==> config.mk <==
export PLATFORM = sky130hd
export DESIGN_NAME = dbv_top
export DESIGN_NICKNAME = d
export VERILOG_FILES = /design/src/hdl/dbv_top.v
export VERILOG_INCLUDE_DIRS = /design/src /design/src/pkg
export SDC_FILE = /design/constraint.sdc
export NUM_CORES = 1
export LEC_CHECK = 0
export ABC_CLOCK_PERIOD_IN_PS = 5150
export BUFFER_PORTS_ARGS = -buffer_cell sky130_fd_sc_hd__buf_2
export CORE_UTILIZATION = 25
export CTS_CLUSTER_SIZE = 25
export DETAILED_ROUTE_END_ITERATION = 7
export SLEW_MARGIN = 20
export SYNTH_ARGS = -nofsm -noshare
export SYNTH_HDL_FRONTEND = slang
export SYNTH_SLANG_ARGS = --single-unit
==> constraint.sdc <==
create_clock -name sys_clk -period 5.15 [get_ports sys_clk]
set_input_delay 0 -clock sys_clk [delete_from_list [all_inputs] [get_ports sys_clk]]
set_output_delay 0 -clock sys_clk [all_outputs]
set_load 0.05 [all_outputs]
==> src/pkg/dbv_map.vh <==
`ifndef DBV_MAP_VH
`define DBV_MAP_VH
// Register word offsets, one register per address.
`define DBV_OFF_CTRL1 4'h0
`define DBV_OFF_CTRL2 4'h1
`define DBV_OFF_VA1 4'h2
`define DBV_OFF_VB1 4'h3
`define DBV_OFF_VA2 4'h4
`define DBV_OFF_VB2 4'h5
`define DBV_OFF_STAT 4'h6
`define DBV_OFF_IRQ 4'h7
`define DBV_OFF_MASK 4'h8
`define DBV_OFF_TGT1 4'h9
`define DBV_OFF_TGT2 4'hA
// Control register fields.
`define DBV_F_EN 0
`define DBV_F_FORCED_FIXED_FREQ_BIT 1
`define DBV_F_FALL 2
`define DBV_F_RSEN 3
`define DBV_F_DIS 4
`define DBV_F_PM_LO 5
`define DBV_F_RATE_LO 7
`define DBV_CTRL_W 9
`define DBV_CTRL_RST 9'h008
`define DBV_PM_GREEN 2'h2
// Ramp rate codes.
`define DBV_RATE_12P5 2'h0
`define DBV_RATE_25 2'h1
`define DBV_RATE_50 2'h2
`define DBV_RATE_ILIM 2'h3
// Voltage code width, one step of 12.5 mV.
`define DBV_VW 8
`define DBV_VA_RST 8'h20
`define DBV_VB_RST 8'h10
// Clock and timing: 40 MHz, 12.5 mV/us is one 12.5 mV step per 1 us.
`define DBV_CLK_MHZ 40
`define DBV_STEP_US 1
`define DBV_STEP_CYC (`DBV_STEP_US * `DBV_CLK_MHZ)
// Oscillator 4.4 MHz approximated from 40 MHz: half period of about 4.55 cycles rounds to 5.
`define DBV_OSC_KHZ 4400
`define DBV_OSC_HALF ((`DBV_CLK_MHZ * 1000 + `DBV_OSC_KHZ) / (2 * `DBV_OSC_KHZ))
// Interrupt bits.
`define DBV_I_FAULT1 0
`define DBV_I_FAULT2 1
`define DBV_I_DONE1 2
`define DBV_I_DONE2 3
`endif

==> src/hdl/dbv_top.v <==
// Contract
// - Each converter keeps two host-loaded voltage settings and switches without bus traffic.
// - Select pin level picks which of the two settings is active.
// - Ramp rate programmable to 12.5, 25 or 50 mV per microsecond.
// - Extra rate code lets the converter ramp at current limit.
// - Falling-ramp bit set forces fixed-frequency with negative current while falling.
// - Falling-ramp bit clear keeps skip mode while the output falls.
// - Skip mode changes automatically to fixed frequency as load rises.
// - Forced-fixed-frequency bit forces fixed frequency at all loads.
// - Each converter enters green mode independently from its own control register.
// - A register bit can switch remote sensing off.
// - Remote sensing is forced off in green mode.
// - When disabled, a register bit connects the output discharge resistor.
// - Active-low open-drain fault request asserts while any fault exists.
// - Switch node is high impedance while its converter is disabled.
// - The two high-side switches turn on at opposite oscillator edges.
// - Fixed-frequency switching runs at the 4.4 MHz oscillator; the divider here gives 4 MHz (half period of 5 cycles at 40 MHz).
// - Converter enabled by its enable pin or by a register bit.
// - Power-mode field value 10 selects green mode.
//
// The Avalon-MM slave port and the placing of the registers are this design's own decisions.
`include "dbv_map.vh"
`default_nettype none
// Control logic for two step-down converters sharing one oscillator.
// Software preloads two voltage codes per converter; the select pin then picks one.
// The target code ramps toward the selection at a programmed rate, so the analog loop
// never sees a large step unless the current-limit rate is chosen on purpose.
// Mode outputs are registered levels for the analog side: fixed frequency, negative
// current, green mode, remote sense and discharge.
// The switch drive is a simple two-phase pattern that marks where each high-side
// switch turns on; the real pulse width belongs to the analog loop, not to this logic.
// Every output comes from a flip-flop, so the analog side never sees decode glitches.
// Limitation: there is no dead time between high-side and low-side drive here.
module dbv_top #(
    parameter integer VW = `DBV_VW,
    parameter integer STEP_CYC = `DBV_STEP_CYC,
    parameter integer OSC_HALF = `DBV_OSC_HALF
) (
    // Clock and reset.
    input wire sys_clk,
    input wire rst_b,
    // Avalon-MM slave.
    input wire [3:0] avs_address,
    input wire avs_read,
    input wire avs_write,
    input wire [31:0] avs_writedata,
    output reg [31:0] avs_readdata,
    output reg avs_waitrequest,
    // Converter pins.
    input wire voltage_select_pin_1,
    input wire voltage_select_pin_2,
    input wire converter_enable_pin_1,
    input wire converter_enable_pin_2,
    input wire [1:0] heavy_load,
    input wire [1:0] fault_in,
    output reg [1:0] hs_drive,
    output reg [1:0] ls_drive,
    output reg [1:0] switch_node_oe,
    output reg [1:0] fixed_freq_mode,
    output reg [1:0] neg_current_en,
    output reg [1:0] ilim_ramp,
    output reg [1:0] green_mode,
    output reg [1:0] remote_sense_en,
    output reg [1:0] discharge_en,
    output reg [1:0] conv_on,
    // Fault request, open drain: only the enable is meaningful, output is held low.
    output reg fault_request_n_o,
    output reg fault_request_n_oe,
    output reg irq
);
    // Per-converter register copies, index 0 for converter 1.
    // Each entry is written only by its own generate branch.
    reg [`DBV_CTRL_W-1:0] ctrl_ff [0:1];
    reg [VW-1:0] va_ff [0:1];
    reg [VW-1:0] vb_ff [0:1];
    reg [VW-1:0] tgt_ff [0:1];
    reg [1:0] falling_ff;
    reg [3:0] stat_ff;
    reg [3:0] mask_ff;
    // Oscillator divider state, shared by both converters.
    reg [7:0] osc_cnt_ff;
    reg osc_ff;
    reg [31:0] nxt_rdata;
    reg ack_ff;
    // Pin pairs gathered into vectors so the generate loop can index them.
    wire [1:0] sel_pin;
    wire [1:0] en_pin;
    wire [1:0] ramp_done;
    wire wr_acc;
    wire osc_rise;
    wire osc_fall;

    // A write lands only in the cycle where waitrequest is low.
    // The oscillator edges are one-cycle strobes taken before the divider wraps.
    // Both strobes come from the same counter, so they can never coincide.
    assign sel_pin = {voltage_select_pin_2, voltage_select_pin_1};
    assign en_pin = {converter_enable_pin_2, converter_enable_pin_1};
    assign wr_acc = avs_write && !avs_waitrequest;
    assign osc_rise = (osc_cnt_ff == OSC_HALF - 1) && !osc_ff;
    assign osc_fall = (osc_cnt_ff == OSC_HALF - 1) && osc_ff;

    // One wait cycle per access keeps the read data registered.
    // The cost is two cycles per transfer, which is plenty for a control register bank.
    // Waitrequest idles high, so a master must always wait for the low cycle.
    // A request held past its low cycle starts a fresh access, as the bus allows.
    always @(posedge sys_clk or negedge rst_b) begin
        if (!rst_b) begin
            ack_ff <= 1'b0;
            avs_waitrequest <= 1'b1;
            avs_readdata <= 32'h0;
        end else begin
            ack_ff <= (avs_read || avs_write) && avs_waitrequest;
            avs_waitrequest <= !((avs_read || avs_write) && avs_waitrequest);
            avs_readdata <= nxt_rdata;
        end
    end

    // Read mux; unmapped offsets read as zero.
    // Unused upper bits also read as zero so software can mask loosely.
    // The status word shows live levels, not latched history.
    always @* begin
        nxt_rdata = 32'h0;
        if (avs_address == `DBV_OFF_CTRL1) begin
            nxt_rdata[`DBV_CTRL_W-1:0] = ctrl_ff[0];
        end else if (avs_address == `DBV_OFF_CTRL2) begin
            nxt_rdata[`DBV_CTRL_W-1:0] = ctrl_ff[1];
        end else if (avs_address == `DBV_OFF_VA1) begin
            nxt_rdata[VW-1:0] = va_ff[0];
        end else if (avs_address == `DBV_OFF_VB1) begin
            nxt_rdata[VW-1:0] = vb_ff[0];
        end else if (avs_address == `DBV_OFF_VA2) begin
            nxt_rdata[VW-1:0] = va_ff[1];
        end else if (avs_address == `DBV_OFF_VB2) begin
            nxt_rdata[VW-1:0] = vb_ff[1];
        end else if (avs_address == `DBV_OFF_STAT) begin
            nxt_rdata[5:0] = {conv_on, fault_in, falling_ff};
        end else if (avs_address == `DBV_OFF_IRQ) begin
            nxt_rdata[3:0] = stat_ff;
        end else if (avs_address == `DBV_OFF_MASK) begin
            nxt_rdata[3:0] = mask_ff;
        end else if (avs_address == `DBV_OFF_TGT1) begin
            nxt_rdata[VW-1:0] = tgt_ff[0];
        end else if (avs_address == `DBV_OFF_TGT2) begin
            nxt_rdata[VW-1:0] = tgt_ff[1];
        end
    end

    // Interrupt status: hardware set wins over a write-one clear.
    // A fault that is still present therefore reappears at once after a clear.
    // Done bits pulse in for one cycle when a ramp reaches its selection.
    // The interrupt output lags the status by one cycle because it is registered.
    always @(posedge sys_clk or negedge rst_b) begin
        if (!rst_b) begin
            stat_ff <= 4'h0;
            mask_ff <= 4'h0;
            irq <= 1'b0;
        end else begin
            if (wr_acc && avs_address == `DBV_OFF_MASK) begin
                mask_ff <= avs_writedata[3:0];
            end
            stat_ff <= (stat_ff & ~((wr_acc && avs_address == `DBV_OFF_IRQ) ? avs_writedata[3:0] : 4'h0))
                | {ramp_done, fault_in};
            irq <= |(stat_ff & mask_ff);
        end
    end

    // fault request drive
    // Open drain: the data output stays low and only the enable moves.
    // The board pullup gives the released high level.
    always @(posedge sys_clk or negedge rst_b) begin
        if (!rst_b) begin
            fault_request_n_o <= 1'b0;
            fault_request_n_oe <= 1'b0;
        end else begin
            fault_request_n_o <= 1'b0;
            fault_request_n_oe <= |fault_in;
        end
    end

    // oscillator divider, 4.4 MHz nominal; edges alternate between converters.
    // The system clock does not divide exactly, so the half period is rounded.
    // The trade-off is a slightly slower oscillator in exchange for no extra clock.
    // The counter is wider than needed so a higher system clock still fits.
    always @(posedge sys_clk or negedge rst_b) begin
        if (!rst_b) begin
            osc_cnt_ff <= 8'h0;
            osc_ff <= 1'b0;
        end else if (osc_cnt_ff == OSC_HALF - 1) begin
            osc_cnt_ff <= 8'h0;
            osc_ff <= !osc_ff;
        end else begin
            osc_cnt_ff <= osc_cnt_ff + 8'h1;
        end
    end

    // One generate branch per converter.
    // The branches share the bus decode and the oscillator strobes.
    // Converter 1 uses the rising strobe and converter 2 the falling one.
    genvar i;
    generate
        for (i = 0; i < 2; i = i + 1) begin : g_conv
            reg [15:0] step_cnt_ff;
            reg [2:0] lat_ff;
            wire [VW-1:0] sel_v;
            wire on;
            wire green;
            wire fixed;
            wire [1:0] rate;
            wire [3:0] div;
            wire hs_edge;
            wire [3:0] a_ctrl;
            // Decoded per-converter conditions.
            // Green mode and rate come straight from the control register; enable also takes the pin.
            // The selected code follows the pin with no bus traffic at all.
            // green mode decode; per converter
            assign green = ctrl_ff[i][`DBV_F_PM_LO+1:`DBV_F_PM_LO] == `DBV_PM_GREEN;
            assign on = en_pin[i] || ctrl_ff[i][`DBV_F_EN];
            // select pin chooses setting; no bus traffic needed
            assign sel_v = sel_pin[i] ? vb_ff[i] : va_ff[i];
            assign rate = ctrl_ff[i][`DBV_F_RATE_LO+1:`DBV_F_RATE_LO];
            // rate divides the step period by 1, 2 or 4
            assign div = (rate == `DBV_RATE_12P5) ? 4'd1 : (rate == `DBV_RATE_25) ? 4'd2 : 4'd4;
            // auto skip-to-fixed on load; forced bit; falling with bit set; skip otherwise
            assign fixed = ctrl_ff[i][`DBV_F_FORCED_FIXED_FREQ_BIT] || heavy_load[i]
                || (falling_ff[i] && ctrl_ff[i][`DBV_F_FALL]);
            // converter 1 on rising edge, converter 2 on falling edge
            assign hs_edge = (i == 0) ? osc_rise : osc_fall;
            assign ramp_done[i] = lat_ff[0];
            assign a_ctrl = (i == 0) ? `DBV_OFF_CTRL1 : `DBV_OFF_CTRL2;

            // Control and setting registers, written over the bus.
            // Setting B sits one word above setting A for each converter.
            // Converter 2 settings sit two words above those of converter 1; its control register one word.
            always @(posedge sys_clk or negedge rst_b) begin
                if (!rst_b) begin
                    ctrl_ff[i] <= `DBV_CTRL_RST;
                    va_ff[i] <= `DBV_VA_RST;
                    vb_ff[i] <= `DBV_VB_RST;
                end else if (wr_acc) begin
                    if (avs_address == a_ctrl) begin
                        ctrl_ff[i] <= avs_writedata[`DBV_CTRL_W-1:0];
                    end else if (avs_address == `DBV_OFF_VA1 + 2 * i) begin
                        va_ff[i] <= avs_writedata[VW-1:0];
                    end else if (avs_address == `DBV_OFF_VB1 + 2 * i) begin
                        vb_ff[i] <= avs_writedata[VW-1:0];
                    end
                end
            end

            // target ramps one step per period; current limit jumps at once.
            // Faster rates shorten the step period rather than enlarging the step.
            // That keeps every code between start and end visible to the loop.
            // A selection change in mid-ramp simply turns the ramp around.
            // The done strobe fires on the step that lands on the selection.
            always @(posedge sys_clk or negedge rst_b) begin
                if (!rst_b) begin
                    tgt_ff[i] <= `DBV_VA_RST;
                    step_cnt_ff <= 16'h0;
                    falling_ff[i] <= 1'b0;
                    lat_ff <= 3'h0;
                end else begin
                    lat_ff <= {1'b0, lat_ff[2:1]};
                    falling_ff[i] <= sel_v < tgt_ff[i];
                    if (tgt_ff[i] == sel_v) begin
                        step_cnt_ff <= 16'h0;
                    end else if (rate == `DBV_RATE_ILIM) begin
                        tgt_ff[i] <= sel_v;
                        lat_ff <= 3'h1;
                    end else if (step_cnt_ff >= STEP_CYC / div - 1) begin
                        step_cnt_ff <= 16'h0;
                        tgt_ff[i] <= (sel_v > tgt_ff[i]) ? tgt_ff[i] + 1'b1 : tgt_ff[i] - 1'b1;
                        if ((sel_v > tgt_ff[i] ? tgt_ff[i] + 1'b1 : tgt_ff[i] - 1'b1) == sel_v) begin
                            lat_ff <= 3'h1;
                        end
                    end else begin
                        step_cnt_ff <= step_cnt_ff + 16'h1;
                    end
                end
            end

            // Mode outputs and switch drive; switch node released when off.
            // Every mode output is gated by enable so a disabled converter shows none.
            // Discharge is the exception: it only acts while the converter is off.
            // Drive stops at once on disable, whatever the oscillator phase.
            always @(posedge sys_clk or negedge rst_b) begin
                if (!rst_b) begin
                    hs_drive[i] <= 1'b0;
                    ls_drive[i] <= 1'b0;
                    switch_node_oe[i] <= 1'b0;
                    fixed_freq_mode[i] <= 1'b0;
                    neg_current_en[i] <= 1'b0;
                    ilim_ramp[i] <= 1'b0;
                    green_mode[i] <= 1'b0;
                    remote_sense_en[i] <= 1'b0;
                    discharge_en[i] <= 1'b0;
                    conv_on[i] <= 1'b0;
                end else begin
                    conv_on[i] <= on;
                    switch_node_oe[i] <= on;
                    fixed_freq_mode[i] <= on && fixed;
                    neg_current_en[i] <= on && falling_ff[i] && ctrl_ff[i][`DBV_F_FALL];
                    ilim_ramp[i] <= on && rate == `DBV_RATE_ILIM && tgt_ff[i] != sel_v;
                    green_mode[i] <= on && green;
                    // sense bit; forced off in green
                    remote_sense_en[i] <= on && ctrl_ff[i][`DBV_F_RSEN] && !green;
                    discharge_en[i] <= !on && ctrl_ff[i][`DBV_F_DIS];
                    if (!on) begin
                        hs_drive[i] <= 1'b0;
                        ls_drive[i] <= 1'b0;
                    end else if (hs_edge) begin
                        hs_drive[i] <= 1'b1;
                        ls_drive[i] <= 1'b0;
                    end else if (osc_rise || osc_fall) begin
                        hs_drive[i] <= 1'b0;
                        ls_drive[i] <= 1'b1;
                    end
                end
            end
        end
    endgenerate
    // Nothing below: the analog side consumes the registered levels directly.
    // Any level shifting or dead-time insertion belongs outside this logic.
endmodule
`default_nettype wire

==> out/results.txt, run 1 <==
Layout cells sized above 1 = 18.4%
CP Capture Type = flop
Post-layout util = 29.8%
NetSw = 2.12 mW
Clock sink count = 149
Reg power frac = 31.6%
Slew HR = 22.8%
Number of global-route vias before repair = 6541
Commonest non-fill, non-tap cells in the layout = dfrtp_1 (140), a21oi_1 (65), mux2_2 (60)
Cell variety after synth = 68
Placed cell area = 9540 um2
Post-DP HPWL = 16.0 mm
RePlAce Congestion = 0.861
Area growth syn-to-layout = 16.6%
Worst Setup Path Type = flop to flop
Worst Slack Setup Final = 1.15 ns
Starting Density = 25.6%
Initial DRC count = 375
Die Y = 190 um
Mapped Area = 8880 um2
Fmax = 0.250 GHz
Avg Inst Size Synth = 10.0 um2
First-pass GRT wire length = 35.0 mm
Hold Crit Start = avs_address[2]
Peak fanout along the critical path = 6
Seq cells post-synth = 149
Power Internal = 3.16 mW
Site Rows = 68
Placed cells = 1367
PwrDens = 509 nW/um2
CTS Buffer Depth = 2
Final Instance Count excl. Fillers = 1423
Setup TNS = 0 ns
Worst Clk Skew = 0.0100 ns
Worst R2R Start = vb_ff[5]$_DFFE_PN0P_
Period utilization = 77.7%
Cts hold-fix bufs = 22
Core Box Area = 34700 um2
Clock Power Share = 24.2%
DRC violations left = 0
Post-DRT Antenna Nets = 0
Pleak = 4.83 nW
Worst endpoint required time = 5.45 ns
Mapped Cells = 884
Commonest non-fill, non-tap cell in the layout = dfrtp_1
Hold Path Depth = 3
Worst slew pin tran = 1.15 ns
Initial antenna violation count = 5
Fillers = 3616
Largest net degree at the start of global routing = 88
Fin crit period = 4.00 ns
Unrepaired setup endpoints after global routing = false
Htree depth = 4
Routed via count = 6891
IO Port Bufs = 56
Asr flop ratio synth = 100%
Ys Warns = 0
Arrival time worst endpoint = 4.31 ns
Finished Cell Area = 10400 um2
Ys flop type = dfrtp_1
CTS root buf = clkbuf_16
CTS buffer count = 17
Die area = 36300 um2
VDD IR max = 224 uV
CTS tree = built
Min-delay worst type = input port to flop
Status = complete, no violations
Setup Buffers After CTS = 0
Worst Hold Path EP = avs_readdata[1]$_DFF_PN0_
Placement Setup Slack = 1.18 ns
Drt pass-1 iters = 4
R2r setup slk = 1.15 ns
MaxCap Viol Count = 0
Max-slew violations = 0
I/O Pins = 104
Final WL = 21.9 mm
Nets = 1053
# resized after CTS = 0
Final Hold Vio Count = 0
Gr ovfl total = 0
Worst r2r path cells = 16
Clk_lat worst skew = 0.43 ns
Comb pwr share = 44.1%
Switching share of total power = 40.2%
Setup-failing EPs final = 0
Critical path launch point type = flop
WL/cell = 15.4 um
Total track usage = 12.3%
Die width = 190 um
Worst R2R End = g_conv[1].lat_ff[0]$_DFF_PN0_
Post-synth EDFFs = 0
Sequential element share of the synthesized area = 42.1%
Via density = 4.84
Worst-path clk slew = 0.07 ns
Yosys cell counts, drive strengths merged (14+ instances only):
cell type,count,area share [%]
nand2b,14,0.99
dfrtp,140,39
nor2,59,2.5
mux2i,26,2.9
buf,37,2.9
a21oi,65,3.7
o21ai,37,2.1
nand3,21,1.2
mux2,60,7.6
inv,46,1.9
a21o,16,1.4
and3,21,1.5
clkbuf,19,0.80
nand2,49,2.1
ha,50,7.0
xnor2,31,3.1
power groups by stage:
stage	clock [mW]	combinational, mW	sequential, mW
final	1.28	2.33	1.67
after global routing	1.36	2.60	1.70
after CTS	1.30	2.34	1.67
after detailed placement	0	2.30	1.69
after global placement	0	2.25	1.68
after floorplan	0	1.78	1.72
critical path: stages (launching register included):
cell      delay [ns]
dfrtp_1         0.40
mux2i_1         0.34
inv_1           0.14
ha_1            0.34
a21oi_1         0.07
o21ai_0         0.28
o21bai_1        0.11
o21ba_2         0.29
inv_1           0.14
ha_1            0.37
a21o_1          0.18
a21oi_1         0.18
o21a_1          0.25
o211a_1         0.20
xnor2_1         0.17
xnor2_1         0.11
o31ai_1         0.33
registers in the layout, summed over array words and instances (netlist names), 8 cells and up:
register,flops
osc_cnt_ff,8
va_ff,16
vb_ff,16
avs_readdata,9
g_conv.step_cnt_ff,32
tgt_ff,16
ctrl_ff,18
cells by family after synthesis:
kind of cell	count (synthesis)	synth area share [%]
buf+inv	102	5.62
compound gates	215	15.7
other cells	1	0.0422
fa+ha+maj	52	7.49
simple gates	239	13.9
mux	89	11.3
xor+xnor	37	3.82
flops	149	42.1
worst max path at each step:
stage / endpoint / depth (start not counted) / slack, ns / start
floorplan: tgt_ff[15]$_DFFE_PN0P_ / 15 / 1.36 / vb_ff[13]$_DFFE_PN0P_
global placement: g_conv[1].lat_ff[0]$_DFF_PN0_ / 16 / 1.23 / vb_ff[5]$_DFFE_PN0P_
detailed placement: g_conv[1].lat_ff[0]$_DFF_PN0_ / 16 / 1.18 / vb_ff[5]$_DFFE_PN0P_
CTS: g_conv[0].lat_ff[0]$_DFF_PN0_ / 15 / 1.18 / vb_ff[13]$_DFFE_PN0P_
global route: g_conv[1].lat_ff[0]$_DFF_PN0_ / 16 / 0.78 / vb_ff[5]$_DFFE_PN0P_
finish: g_conv[1].lat_ff[0]$_DFF_PN0_ / 16 / 1.15 / vb_ff[5]$_DFFE_PN0P_
layer usage:
layer	GRT usage [%]	vias up	share of wire [%]
li1	-	3288	-
met1	16.5	3393	47
met2	19.4	170	46
met3	2.52	34	4.8
met4	4.55	6	2.1
met5	0	-	0.16
final cells by class:
cell class | count | area (um2) | share of cell area, %
Clock inverter | 14 | 169 | 1.63
Antenna cell | 2 | 5.00 | 0.0483
Sequential cell | 149 | 3740 | 36.1
Inverter | 46 | 173 | 1.67
Timing Repair Buffer | 83 | 544 | 5.25
Clock buffer | 18 | 429 | 4.14
Multi-Input combinational cell | 656 | 4730 | 45.7
Tap cell | 455 | 569 | 5.50
per-stage QoR:
step / hold slack [ns] / total power, mW
after floorplan: -0.296 / 3.49
after detailed placement: 0.144 / 3.99
after CTS: 0.0925 / 5.31
after global placement: 0.136 / 3.93
final: 0.113 / 5.28
after global routing: 0.100 / 5.66
Power figures use the tool's default switching activity.
==> inputs of run 2 (changes only) <==
--- a/config.mk
+++ b/config.mk
@@ -6,7 +6,7 @@
 export SDC_FILE = /design/constraint.sdc
 export NUM_CORES = 1
 export LEC_CHECK = 0
-export ABC_CLOCK_PERIOD_IN_PS = 5150
+export ABC_CLOCK_PERIOD_IN_PS = 3500
 export BUFFER_PORTS_ARGS = -buffer_cell sky130_fd_sc_hd__buf_2
 export CORE_UTILIZATION = 25
 export CTS_CLUSTER_SIZE = 25
==> constraint.sdc (replaced) <==
create_clock -name sys_clk -period 3.5 [get_ports sys_clk]
set_input_delay 0 -clock sys_clk [delete_from_list [all_inputs] [get_ports sys_clk]]
set_output_delay 0 -clock sys_clk [all_outputs]
set_load 0.05 [all_outputs]
==> run 2 against run 1 <==
  * Wire length is 2.6% higher
  * Global-route usage is 0.18 points higher
  * Via count is 0.59% higher
  * Critical endpoint is now tgt_ff[7]$_DFFE_PN0P_
  * Largest power group unchanged
  * Highest routed layer unchanged
==> out/results.txt, run 2 (synthesis results as in run 1) <==
Status = complete, no violations
Period utilization = 96.7%
CTS tree = built
Clk_lat worst skew = 0.43 ns
Final Instance Count excl. Fillers = 1457
Worst Clk Skew = 0.0154 ns
CTS Buffer Depth = 2
Number of global-route vias before repair = 6584
Placement Setup Slack = -0.0378 ns
Site Rows = 68
Nets = 1087
Fin crit period = 3.38 ns
Worst-path clk slew = 0.06 ns
Fmax = 0.296 GHz
Area growth syn-to-layout = 21.7%
CTS buffer count = 17
Worst Setup Path Type = flop to flop
WL/cell = 15.4 um
Drt pass-1 iters = 5
Switching share of total power = 39.5%
Peak fanout along the critical path = 4
Htree depth = 4
Max-slew violations = 0
Routed via count = 6932
Initial antenna violation count = 3
Reg with most FFs = g_conv.step_cnt_ff
Total track usage = 12.5%
Clock Power Share = 23.5%
Post-DP HPWL = 16.1 mm
I/O Pins = 104
Slew HR = 44.7%
Largest register FFs = 32
NetSw = 3.30 mW
MaxCap Viol Count = 0
CP Capture Type = flop
Comb pwr share = 47.1%
Commonest non-fill, non-tap cell in the layout = dfrtp_1
Final WL = 22.5 mm
Worst slew pin tran = 0.829 ns
Layout cells sized above 1 = 24.1%
Die width = 190 um
Gr ovfl total = 0
Die area = 36300 um2
Largest net degree at the start of global routing = 89
Placed cells = 1393
Final Hold Vio Count = 0
Worst endpoint required time = 3.81 ns
PwrDens = 772 nW/um2
Critical path launch point type = flop
Fillers = 3561
Setup-failing EPs final = 0
Commonest non-fill, non-tap cells in the layout = dfrtp_1 (140), a21oi_1 (60), mux2_2 (59)
Clock sink count = 149
Min-delay worst type = input port to flop
DRC violations left = 0
Post-DRT Antenna Nets = 0
CTS root buf = clkbuf_16
Via density = 4.76
Reg power frac = 29.4%
Arrival time worst endpoint = 3.69 ns
IO Port Bufs = 56
Footprint of the multi-input gates = 4880 um2
Die Y = 190 um
First-pass GRT wire length = 35.5 mm
Register area = 3740 um2
Starting Density = 25.6%
Core Box Area = 34700 um2
Initial DRC count = 593
RePlAce Congestion = 0.873
VDD IR max = 307 uV
Power Internal = 5.05 mW
Pleak = 5.03 nW
Worst Slack Setup Final = 0.116 ns
Biggest regs = g_conv.step_cnt_ff (32), ctrl_ff (18)
-- run 2: layer usage --
metal,track usage (%),share of wire (%)
met5,0,0.036
met4,4.55,2.0
met2,19.0,46
met3,2.71,5.3
met1,17.3,47
-- run 2: cell type report --
cell class / count / area share [%]
Inverter: 46 / 1.60
Timing Repair Buffer: 117 / 7.54
Multi-Input combinational cell: 656 / 45.2
Tap cell: 455 / 5.26
Sequential cell: 149 / 34.6
Clock inverter: 14 / 1.74
Clock buffer: 18 / 4.06
Antenna cell: 2 / 0.0463
-- run 2: worst paths after layout --
kind / from / end / slack [ns] / cells past startpoint
setup / recovery: va_ff[1]$_DFFE_PN0P_ / tgt_ff[7]$_DFFE_PN0P_ / 0.12 / 15
hold / removal: avs_address[2] / avs_readdata[5]$_DFF_PN0_ / 0.1 / 3
setup reg to reg: va_ff[1]$_DFFE_PN0P_ / tgt_ff[7]$_DFFE_PN0P_ / 0.12 / 15
hold reg to reg: g_conv[1].lat_ff[0]$_DFF_PN0_ / stat_ff[3]$_DFF_PN0_ / 0.47 / 1
max in group asynchronous: rst_b / avs_waitrequest$_DFF_PN1_ / 2.41 / 3
min in group asynchronous: rst_b / g_conv[0].step_cnt_ff[10]$_DFFE_PN0P_ / 0.20 / 2
-- run 2: through the flow --
| step | area (um2) | TNS (ns) | util, % | power [mW] | hold slack [ns] |
|---|---|---|---|---|---|
| 5_1_grt | 10800 | -0.130 | 31.1 | 8.94 | 0.114 |
| 3_3_place_gp | 9750 | 0 | 28.1 | 5.98 | 0.139 |
| 6_report | 10800 | 0 | 31.2 | 8.35 | 0.0957 |
| 2_1_floorplan | 8970 | 0 | - | 5.14 | -0.296 |
| 3_5_place_dp | 9750 | -0.0415 | 28.1 | 6.05 | 0.136 |
| 4_1_cts | 10600 | -0.000444 | 30.6 | 8.11 | 0.0576 |
-- run 2: power by group through the flow --
stage          Clock (mW)  Combinational, mW  Sequential, mW
6_report             1.96               3.94            2.45
5_1_grt              2.09               4.34            2.50
4_1_cts              2.00               3.66            2.45
3_5_place_dp            0               3.58            2.47
3_3_place_gp            0               3.52            2.46
2_1_floorplan           0               2.61            2.53
-- run 2: timing repair --
action / CTS / global route
hold buffers: 22 / 0
setup endpoints to repair: 3 / 8
resized for setup: 4 / 32
buffers inserted: 0 / 8
gates cloned: 0 / 0
pin swaps: 0 / 18
hold endpoints to repair: 158 / 0
-- run 2: worst max-delay path, cell delays in order, from the launching register on --
cell and delay, ns:
dfrtp_1 0.40, mux2_2 0.31, ha_1 0.30, nand4_1 0.15, nor2_1 0.07, o21bai_1 0.15, o21ba_4 0.26, inv_2 0.07
buf_4 0.16, ha_1 0.32, nand2_1 0.08, o21a_1 0.20, o211a_1 0.23, xnor2_1 0.24, nand2_1 0.11, a22o_1 0.21
